`config.mk`:
```
export PLATFORM = sky130hd
export DESIGN_NAME = ebc_bus_engine
export DESIGN_NICKNAME = d
export VERILOG_FILES = /design/src/design/ebc_pkg.sv /design/src/design/ebc_bus_engine.sv
export SDC_FILE = /design/constraint.sdc
export NUM_CORES = 1
export LEC_CHECK = 0
export BUFFER_PORTS_ARGS = -buffer_cell sky130_fd_sc_hd__buf_2
export CAP_MARGIN = 30
export CORE_MARGIN = 5
export CORE_UTILIZATION = 45
export CTS_CLUSTER_SIZE = 12
export DETAILED_ROUTE_END_ITERATION = 8
export PLACE_DENSITY = 0.78
export RECOVER_POWER = 50
export SLEW_MARGIN = 20
export SYNTH_ARGS = -nofsm -noshare
export SYNTH_HDL_FRONTEND = slang
export SYNTH_SLANG_ARGS = --single-unit
```
`constraint.sdc`:
```
create_clock -name clk_in -period 3.2 [get_ports clk_in]
set_input_delay 0.48 -clock clk_in [delete_from_list [all_inputs] [get_ports clk_in]]
set_output_delay 0.48 -clock clk_in [all_outputs]
set_load 0.01 [all_outputs]
```
`src/design/ebc_pkg.sv`:
```
// package: constants and carriers for the burst rom / muxed io bus engine
package ebc_pkg;
  localparam int AW = 24;
  localparam int DW = 16;
  localparam logic [2:0] MPX_FIRST = 3'h3;
  localparam logic [2:0] BURST_LAST = 3'h1;
  localparam logic [5:0] BURST_MIN_WORDS = 6'h04;
  localparam logic [5:0] WORD_ONE = 6'h01;
  localparam logic [2:0] CNT_ONE = 3'h1;
  localparam logic [AW-1:0] STEP8 = 24'h000001;
  localparam logic [AW-1:0] STEP16 = 24'h000002;

  // gray codes along idle, address, data, burst
  typedef enum logic [3:0] {
    ST_IDLE    = 4'h0,
    ST_CSXPRE  = 4'h1,
    ST_MA1     = 4'h3,
    ST_MAW     = 4'h2,
    ST_MA2     = 4'h6,
    ST_T1      = 4'h7,
    ST_T2      = 4'h5,
    ST_TW      = 4'h4,
    ST_T3      = 4'hc,
    ST_BST     = 4'hd,
    ST_CSXPOST = 4'hf
  } ebc_state_t;

  typedef struct packed {
    logic [2:0]    area;
    logic [AW-1:0] addr;
    logic [DW-1:0] wdata;
    logic [1:0]    be;
    logic          write;
    logic          cpu;
  } ebc_req_t;

  typedef struct packed {
    logic [7:0]      area_width_high_bit;
    logic [7:0]      three_state_access_bit;
    logic [7:0][2:0] wait_count;
    logic            wait_pin_en;
    logic [7:0]      pre_access_cs_extend_bit;
    logic [7:0]      post_access_cs_extend_bit;
    logic [7:0]      read_negate_timing_bit;
    logic [1:0]      burst_space_enable;
    logic [1:0][2:0] burst_cycle_len;
    logic [1:0][1:0] burst_word_count;
    logic [4:0]      muxed_space_enable;
    logic            address_phase_extend;
  } ebc_cfg_t;

  typedef struct packed {
    logic [7:0]    chip_select_n;
    logic          addr_strobe_hold_n;
    logic          bus_cycle_start_n;
    logic          rd_n;
    logic          rd_wr;
    logic          upper_byte_write_n;
    logic          lower_byte_write_n;
    logic [AW-1:0] addr;
    logic [DW-1:0] data;
    logic [1:0]    data_oe_n;
  } ebc_pins_t;

  localparam ebc_pins_t PINS_IDLE = '{
    chip_select_n: 8'hff, addr_strobe_hold_n: 1'b1,
    bus_cycle_start_n: 1'b1, rd_n: 1'b1, rd_wr: 1'b1,
    upper_byte_write_n: 1'b1, lower_byte_write_n: 1'b1,
    addr: '0, data: '0, data_oe_n: 2'h3};

  typedef struct packed {
    ebc_state_t    st;
    ebc_req_t      req;
    logic [2:0]    cnt;
    logic [5:0]    left;
    logic          w16;
    logic          burst;
    logic          mpx;
    ebc_pins_t     pins;
    logic [DW-1:0] rdata;
    logic          rvalid;
    logic          done;
    logic          ready;
  } ebc_regs_t;

  localparam ebc_regs_t REGS_RESET = '{
    st: ST_IDLE, req: '0, cnt: '0, left: '0, w16: 1'b0,
    burst: 1'b0, mpx: 1'b0, pins: PINS_IDLE, rdata: '0,
    rvalid: 1'b0, done: 1'b0, ready: 1'b1};
endpackage

```
`src/design/ebc_bus_engine.sv`:
```
// external bus engine: burst rom reads and address/data muxed io cycles
`timescale 1ns/10ps
`default_nettype none

module ebc_bus_engine (
  // clock and reset
  input  wire logic              clk_in,
  input  wire logic              rst_n_in,
  // request side
  input  wire logic              req_valid_in,
  input  wire ebc_pkg::ebc_req_t req_in,
  output logic                   req_ready_out,
  output logic [15:0]            rdata_out,
  output logic                   rvalid_out,
  output logic                   done_out,
  // configuration
  input  wire ebc_pkg::ebc_cfg_t cfg_in,
  // external pins
  input  wire logic              wait_n_in,
  input  wire logic [15:0]       data_in,
  output ebc_pkg::ebc_pins_t     pins_out
);

  ebc_pkg::ebc_regs_t r;
  ebc_pkg::ebc_regs_t n;
  logic [2:0]         sa;
  logic               s_burst;
  logic               s_mpx;
  logic [2:0]         a;
  logic               last;
  logic               pin_wait;
  logic [23:0]        step;
  logic               bi;
  logic               mpx_any;
  localparam logic [2:0] CNT1 = ebc_pkg::CNT_ONE;

  ////////////////////////////////////////////////////////////////////
  always_comb begin
    n = r;
    n.rvalid = 1'b0;
    n.done = 1'b0;
    last = 1'b0;
    sa = req_in.area;
    a = r.req.area;
    bi = a[0];
    mpx_any = |cfg_in.muxed_space_enable;
    // cpu reads only; everything else stays a basic cycle
    s_burst = req_in.cpu && !req_in.write && (sa <= ebc_pkg::BURST_LAST)
              && cfg_in.burst_space_enable[sa[0]];
    s_mpx = (sa >= ebc_pkg::MPX_FIRST)
            && cfg_in.muxed_space_enable[3'(sa - ebc_pkg::MPX_FIRST)];
    pin_wait = cfg_in.wait_pin_en && !wait_n_in;
    step = r.w16 ? ebc_pkg::STEP16 : ebc_pkg::STEP8;
    case (r.st)
      ebc_pkg::ST_IDLE: begin
        if (req_valid_in) begin
          n.req = req_in;
          n.burst = s_burst;
          n.mpx = s_mpx;
          n.w16 = !cfg_in.area_width_high_bit[sa];
          n.pins.addr = req_in.addr;
          if (cfg_in.pre_access_cs_extend_bit[sa]) begin
            n.st = ebc_pkg::ST_CSXPRE;
          end else if (s_mpx) begin
            n.st = ebc_pkg::ST_MA1;
          end else begin
            n.st = ebc_pkg::ST_T1;
          end
        end
      end
      ebc_pkg::ST_CSXPRE: begin
        n.st = r.mpx ? ebc_pkg::ST_MA1 : ebc_pkg::ST_T1;
      end
      ebc_pkg::ST_MA1: begin
        // address cycles ignore every wait setting
        n.st = cfg_in.address_phase_extend ? ebc_pkg::ST_MAW
                                           : ebc_pkg::ST_MA2;
      end
      ebc_pkg::ST_MAW: begin
        n.st = ebc_pkg::ST_MA2;
      end
      ebc_pkg::ST_MA2: begin
        n.st = ebc_pkg::ST_T1;
      end
      ebc_pkg::ST_T1: begin
        n.st = ebc_pkg::ST_T2;
      end
      ebc_pkg::ST_T2: begin
        if (!cfg_in.three_state_access_bit[a]) begin
          last = 1'b1;
        end else if (cfg_in.wait_count[a] != '0) begin
          n.cnt = cfg_in.wait_count[a];
          n.st = ebc_pkg::ST_TW;
        end else if (pin_wait) begin
          n.st = ebc_pkg::ST_TW;
        end else begin
          n.st = ebc_pkg::ST_T3;
        end
      end
      ebc_pkg::ST_TW: begin
        if (r.cnt > CNT1) begin
          n.cnt = r.cnt - ebc_pkg::CNT_ONE;
        end else if (r.cnt == CNT1) begin
          n.cnt = '0;
          n.st = pin_wait ? ebc_pkg::ST_TW : ebc_pkg::ST_T3;
        end else if (!pin_wait) begin
          n.st = ebc_pkg::ST_T3;
        end
      end
      ebc_pkg::ST_T3: begin
        last = 1'b1;
      end
      ebc_pkg::ST_BST: begin
        // no wait sampling here at all
        if (r.cnt != '0) begin
          n.cnt = r.cnt - ebc_pkg::CNT_ONE;
        end else begin
          n.rdata = data_in;
          n.rvalid = 1'b1;
          if (r.left == ebc_pkg::WORD_ONE) begin
            n.st = ebc_pkg::ST_IDLE;
            n.done = 1'b1;
          end else begin
            n.left = r.left - ebc_pkg::WORD_ONE;
            n.cnt = cfg_in.burst_cycle_len[bi];
            n.pins.addr = r.pins.addr + step;
          end
        end
      end
      ebc_pkg::ST_CSXPOST: begin
        n.st = ebc_pkg::ST_IDLE;
        n.done = 1'b1;
      end
      default: begin
        n = ebc_pkg::REGS_RESET;
      end
    endcase

    // early negation: park the word while rd_n is still low
    if (n.st == ebc_pkg::ST_T3 && r.st != ebc_pkg::ST_T3
        && !r.req.write) begin
      n.req.wdata = data_in;
    end

    if (last) begin
      if (!r.req.write) begin
        n.rdata = r.pins.rd_n ? r.req.wdata : data_in;
        n.rvalid = 1'b1;
      end
      if (r.burst) begin
        // full access counts as the first word
        n.left = (ebc_pkg::BURST_MIN_WORDS
                  << cfg_in.burst_word_count[bi])
                 - ebc_pkg::WORD_ONE;
        n.cnt = cfg_in.burst_cycle_len[bi];
        n.pins.addr = r.pins.addr + step;
        n.st = ebc_pkg::ST_BST;
      end else if (cfg_in.post_access_cs_extend_bit[a]) begin
        n.st = ebc_pkg::ST_CSXPOST;
      end else begin
        n.st = ebc_pkg::ST_IDLE;
        n.done = 1'b1;
      end
    end

    // pin image for the state being entered
    n.ready = (n.st == ebc_pkg::ST_IDLE);
    n.pins.chip_select_n = '1;
    n.pins.addr_strobe_hold_n = 1'b1;
    n.pins.bus_cycle_start_n = 1'b1;
    n.pins.rd_n = 1'b1;
    n.pins.rd_wr = 1'b1;
    n.pins.upper_byte_write_n = 1'b1;
    n.pins.lower_byte_write_n = 1'b1;
    n.pins.data_oe_n = 2'h3;
    if (n.st != ebc_pkg::ST_IDLE) begin
      n.pins.chip_select_n[n.req.area] = 1'b0;
      n.pins.rd_wr = !n.req.write;
    end
    case (n.st)
      ebc_pkg::ST_MA1, ebc_pkg::ST_MAW, ebc_pkg::ST_MA2: begin
        n.pins.data = n.pins.addr[15:0];
        n.pins.data_oe_n = {!n.w16, 1'b0};
        n.pins.bus_cycle_start_n = (n.st != ebc_pkg::ST_MA1);
        n.pins.addr_strobe_hold_n = (n.st == ebc_pkg::ST_MA2);
      end
      ebc_pkg::ST_T1, ebc_pkg::ST_T2, ebc_pkg::ST_TW,
      ebc_pkg::ST_T3: begin
        n.pins.bus_cycle_start_n = !(n.st == ebc_pkg::ST_T1 && !n.mpx);
        // once muxed space exists the pin never strobes here
        n.pins.addr_strobe_hold_n = mpx_any
                                  || n.st == ebc_pkg::ST_T3;
        if (n.req.write) begin
          n.pins.data = n.req.wdata;
          n.pins.data_oe_n = {!n.w16, 1'b0};
          if (n.st == ebc_pkg::ST_T2 || n.st == ebc_pkg::ST_TW) begin
            n.pins.upper_byte_write_n = !(n.w16 && n.req.be[1]);
            n.pins.lower_byte_write_n = !n.req.be[0];
          end
        end else if (n.st != ebc_pkg::ST_T1) begin
          // burst reads keep the default negation point
          n.pins.rd_n = n.st == ebc_pkg::ST_T3 && !n.burst
                      && cfg_in.read_negate_timing_bit[n.req.area];
        end
      end
      ebc_pkg::ST_BST: begin
        n.pins.rd_n = 1'b0;
      end
      default: begin
        n.pins.data_oe_n = 2'h3;
      end
    endcase
  end

  always_ff @(posedge clk_in or negedge rst_n_in) begin
    if (!rst_n_in) begin
      r <= ebc_pkg::REGS_RESET;
    end else begin
      r <= n;
    end
  end

  assign req_ready_out = r.ready;
  assign rdata_out = r.rdata;
  assign rvalid_out = r.rvalid;
  assign done_out = r.done;
  assign pins_out = r.pins;

  logic [3:0] bst_len_r;
  always_ff @(posedge clk_in or negedge rst_n_in) begin
    if (!rst_n_in) begin
      bst_len_r <= '0;
    end else if (r.st == ebc_pkg::ST_BST && r.cnt != '0) begin
      bst_len_r <= bst_len_r + 4'h1;
    end else begin
      bst_len_r <= '0;
    end
  end
endmodule

`default_nettype wire

```
* Word level (Yosys, flattened, before mapping)
Cells that the tools add are included.
Word-level totals: bits in registers 113, latch bits 0, memory bits (writable) 0, ROM bits 0, bits of input ports 150, memories 0
Operators by class: add/subtract/negate cells 5, $mul 0, divide/modulo/power cells 0, magnitude comparators 10, eq/ne operators 24, shift operators 1, muxes and demuxes 85, bitwise operators 1, reductions and logical operators 38
Operators with widths (count):
- 24-bit two-way mux | 5
- 47-bit case mux with 2 select lines | 1
- 18-bit two-way mux | 4
- 24-bit case mux with 3 select lines | 1
- 51-bit two-way mux | 1
- 4-bit two-way mux | 12
- 4-bit case mux with 10 select lines | 1
- 3-bit two-way mux | 12
- 17-bit case mux with 2 select lines | 1
- 4-bit by 3-bit == test with 1-bit output, second input constant | 8
- 16-bit two-way mux | 2
- 16-bit case mux with 2 select lines | 1
- 9-bit two-way mux | 3
- 24-bit by 2-bit adder with 24-bit output | 1
- 4-bit == test, second input constant | 6
- 10-bit OR reduction | 2
- 1-bit binary-select mux with 3-bit select | 6
- 17-bit two-way mux | 1
- 4-bit by 2-bit == test with 1-bit output, second input constant | 4
- 3-bit by 4-bit < comparator with 1-bit output, second input constant | 4
- 1-bit two-way mux | 16
- 1-bit logical AND | 12
- 2-bit two-way mux | 6
- 3-bit case mux with 4 select lines | 1
- 35 further kinds | 53

* Logic depth before layout (Yosys ltp)
word-level depth 15, depth in mapped cells 11, gate-level depth less buffers 10

* Worst setup path before layout
No wires, ideal clock.
kind input to register, start input cfg_in[46] in the netlist's numbering, end register r[100] in the netlist's numbering, setup time 0.125 ns, arrival 2.795 ns, slack 0.280 ns, stages 8, cells stage by stage mux4_1 > mux2_2 > nor4_2 > a31oi_1 > a21oi_2 > nor4b_4 > buf_8 > mux2_4
RTL lines:
- start: declaration | line ebc_bus_engine.sv:17 | input wire ebc_pkg::ebc_cfg_t cfg_in,
- end signal: assignment | line ebc_bus_engine.sv:217 | r <= ebc_pkg::REGS_RESET;
- end signal: assignment | line ebc_bus_engine.sv:219 | r <= n;
- end: declaration | line ebc_bus_engine.sv:24 | ebc_pkg::ebc_regs_t r;

==> summary.txt <==
Status: finished clean
Worst Setup Start Kind: flip-flop
CTS tree: yes
Storage element area: 0.00285 sq mm
Synth unique cells: 82
RSZ-0062 raised after global routing: no
Largest family of logic cells by synthesized area: compound AO/OA/AOI/OAI gates
Clk root buf: clkbuf_16
Final-report max-slew violation count: 0
Setup CP Type: reg2reg
Cell count after synthesis: 798
Met3 Use GR: 0.0686
Xor/xnor cell area share of the yosys netlist: 0.00812
Congestion Overflow GR: 0
Worst min path class: in2reg
Setup bufs post-CTS: 0
Nets: 1126
Reg clk slew, reported paths: 0.06 ns
Initial Util: 0.457
Dominant cell type by area after synthesis: dfrtp_1
Compound-gate portion of the synthesized area: 0.224
Worst R2R Setup Slack: 0.18 ns
Worst Tran Pin Value: 1.46 ns
Met2 usage: 0.377
EDFF count, synth: 0
Share of layout cells above drive strength 1: 0.329
# rows: 47
Number of global-route vias before repair: 7170
Crit path from: r[79]
Die area: 0.0195 sq mm
Commonest cells after routing, fill and taps aside: 186 x buf_2, 96 x dfrtp_1, 77 x nand2_1
Routed WL per cell: 19.7 um
Final period util: 0.944
Sequential share of the synthesized area: 0.377
Multi-input logic area: 0.00376 sq mm
Crit path DAT: 3.28 ns
Clock Latency Late Sink: 0.42 ns
Clk_skew: 0.0100 ns
Largest cells by area after synthesis: dfrtp_1 32%, buf_4 7.2%, dfstp_2 5.9%
Final core utilization: 0.545
Vias: 7077
GRT Resource Usage Total: 0.239
Port-buffer cells: 224
Post-synthesis mux area share: 0.106
Setup violators final: 0
Post-Synth Simple-Gate Area: 0.140
Post-CTS Hold Fix Bufs: 0
Critical Path RT: 3.46 ns
Leak: 4.17 nW
Drt pass-1 iters: 7
Top Usage Layer GRT: met2
Syn nets: 958
Initial antenna violation count: 4
Final Non-Filler Cells: 1202
Final min period: 3.02 ns
Grt met1 use: 0.310
Die width: 140 um
Placer congestion estimate: 0.924
Max-capacitance violation count: 0
Remaining DRCs: 0
R2R depth: 9
Sink Count: 113
Commonest non-fill, non-tap cell in the layout: buf_2
First-pass GRT wire length: 37.6 mm
Ports: 225
CP Capture Type: flip-flop
Slew HR: 0.0245
Synth Warn #: 0
Critical path destination: pins_out[17]
PD cells: 952 mW/mm^2
Die Ht: 140 um
Placed Instances: 1166
Synth Register Bits: 113
Fillers: 1520
P&R area growth vs syn: 19.3%
Vias per inst: 5.89
Primary FF master, synth: dfrtp_1
Final Hold Vio Count: 0
Post-CTS Resized: 0
RR Startpoint: r[79]
Clock tree buffer depth: 2
Max Fclk: 0.331 GHz
Setup TNS: 0 ns
Reg-to-Reg End: pins_out[17]
H-tree levels: 4
DRT antenna net count: 0
TritonCTS Buffers: 17
Area share of fa/ha/maj cells after synthesis: 0.0176
Final WL: 23.7 mm
Dpl hpwl: 18.0 mm
Post-synth top area share: 0.318
Async SR Flop Fraction: 1.00
Crit path max fanout: 10
Syn avg cell area: 9.46 sq um
DR iter-0 viols: 796
Largest net degree at the start of global routing: 57
Core footprint: 0.0165 sq mm
Cell Area, Synth: 0.00755 sq mm
Peak VDD IR: 0.505 mV
==> synth_stat cells, types with 4 or more instances <==
master     n
nor2b_1    6
nor3b_1    4
o31ai_1    8
and2_1     8
buf_1      4
buf_4     72
inv_1     62
a311oi_1   4
o221ai_1  13
nand2_1   77
a222oi_1  16
nand2b_1   6
dfrtp_1   96
o21a_1     8
mux4_2    12
buf_2      8
a22oi_1   14
dfstp_2   17
o22ai_1   14
o311ai_0   4
nor4_1     5
clkbuf_1  26
nor2_1    36
a21o_1     4
mux2_4     9
o211ai_1  13
mux2i_1   21
o21ai_0   30
nand3_1   23
a21oi_1   29
nand4_1    4
xnor2_1    4
mux2_2    12
a22o_1    26
and3_1     8
a32o_1     4
nor3_1    18
ha_1       9
==> how the worst min path moves through the flow <==
stage	start	endpoint	slack (ns)	depth (start not counted)
after global placement	r[96]	rdata_out[5]	0.48	2
final	req_in[42]	pins_out[40]	0.28	2
after CTS	rst_n_in	r[100]	0.16	1
after detailed placement	r[99]	rdata_out[8]	0.48	2
after floorplan	rst_n_in	a[0]	0.18	0
after global routing	req_in[42]	pins_out[40]	0.29	2
==> stage by stage <==
step,setup slack (ns),hold slack [ns],power [mW],instance area [sq um]
global route,0.0344,0.292,9.15,9010
global placement,0.164,0.477,6.74,8530
finish,0.180,0.285,8.58,9010
detailed placement,0.0846,0.475,6.84,8540
floorplan,0.280,0.184,5.74,7550
CTS,0.114,0.157,8.56,9060
==> power by group <==
group	leakage [nW]	total, mW	switching (mW)	internal, mW
Combinational	2.45	4.38	2.57	1.81
Sequential	1.47	2.51	0.518	1.99
Clock	0.251	1.69	0.701	0.988
Total	4.17	8.58	3.78	4.79
==> worst max-delay path, stage by stage, from the launching register on <==
cell	delay [ns]
dfrtp_1	0.39
inv_1	0.08
ha_1	0.15
or4b_1	0.53
o211ai_1	0.26
a21boi_1	0.29
and2_1	0.44
o21ai_0	0.17
a21oi_1	0.36
o221ai_1	0.18
==> state kept, by name (all words and copies together) (netlist names) <==
| signal | count |
|---|---|
| pins_out | 56 |
| rdata_out | 16 |
| req_ready_out | 1 |
| a | 3 |
| done_out | 1 |
| rvalid_out | 1 |
| r | 35 |
==> final cells by class <==
class | count | share of cell area
multi-input combinational | 509 | 0.417
sequential | 113 | 0.316
timing repair buffer | 261 | 0.151
clock buffer | 20 | 0.0485
tap | 220 | 0.0306
inverter | 64 | 0.0267
clock inverter | 12 | 0.00944
antenna | 3 | 0.000833
==> layer usage <==
layer / share of wire / wire [um] / vias to the layer above
met1: 0.41 / 9610 / 3421
met3: 0.090 / 2140 / 53
li1: - / - / 3232
met4: 0.029 / 682 / 2
met5: 0.00055 / 13 / -
met2: 0.47 / 11300 / 369
==> kinds of logic (layout without fill, tap and decap cells) <==
kind of cell / Yosys count / after routing
buffers and inverters: 176 / 357
AND/OR/NAND/NOR: 212 / 212
flip-flops: 113 / 113
XOR/XNOR: 7 / 7
adder cells (fa/ha/maj): 10 / 10
multiplexers: 56 / 56
AO/OA/AOI/OAI: 224 / 224
other: 0 / 3
Note: power is estimated with default switching activity, not from simulation.
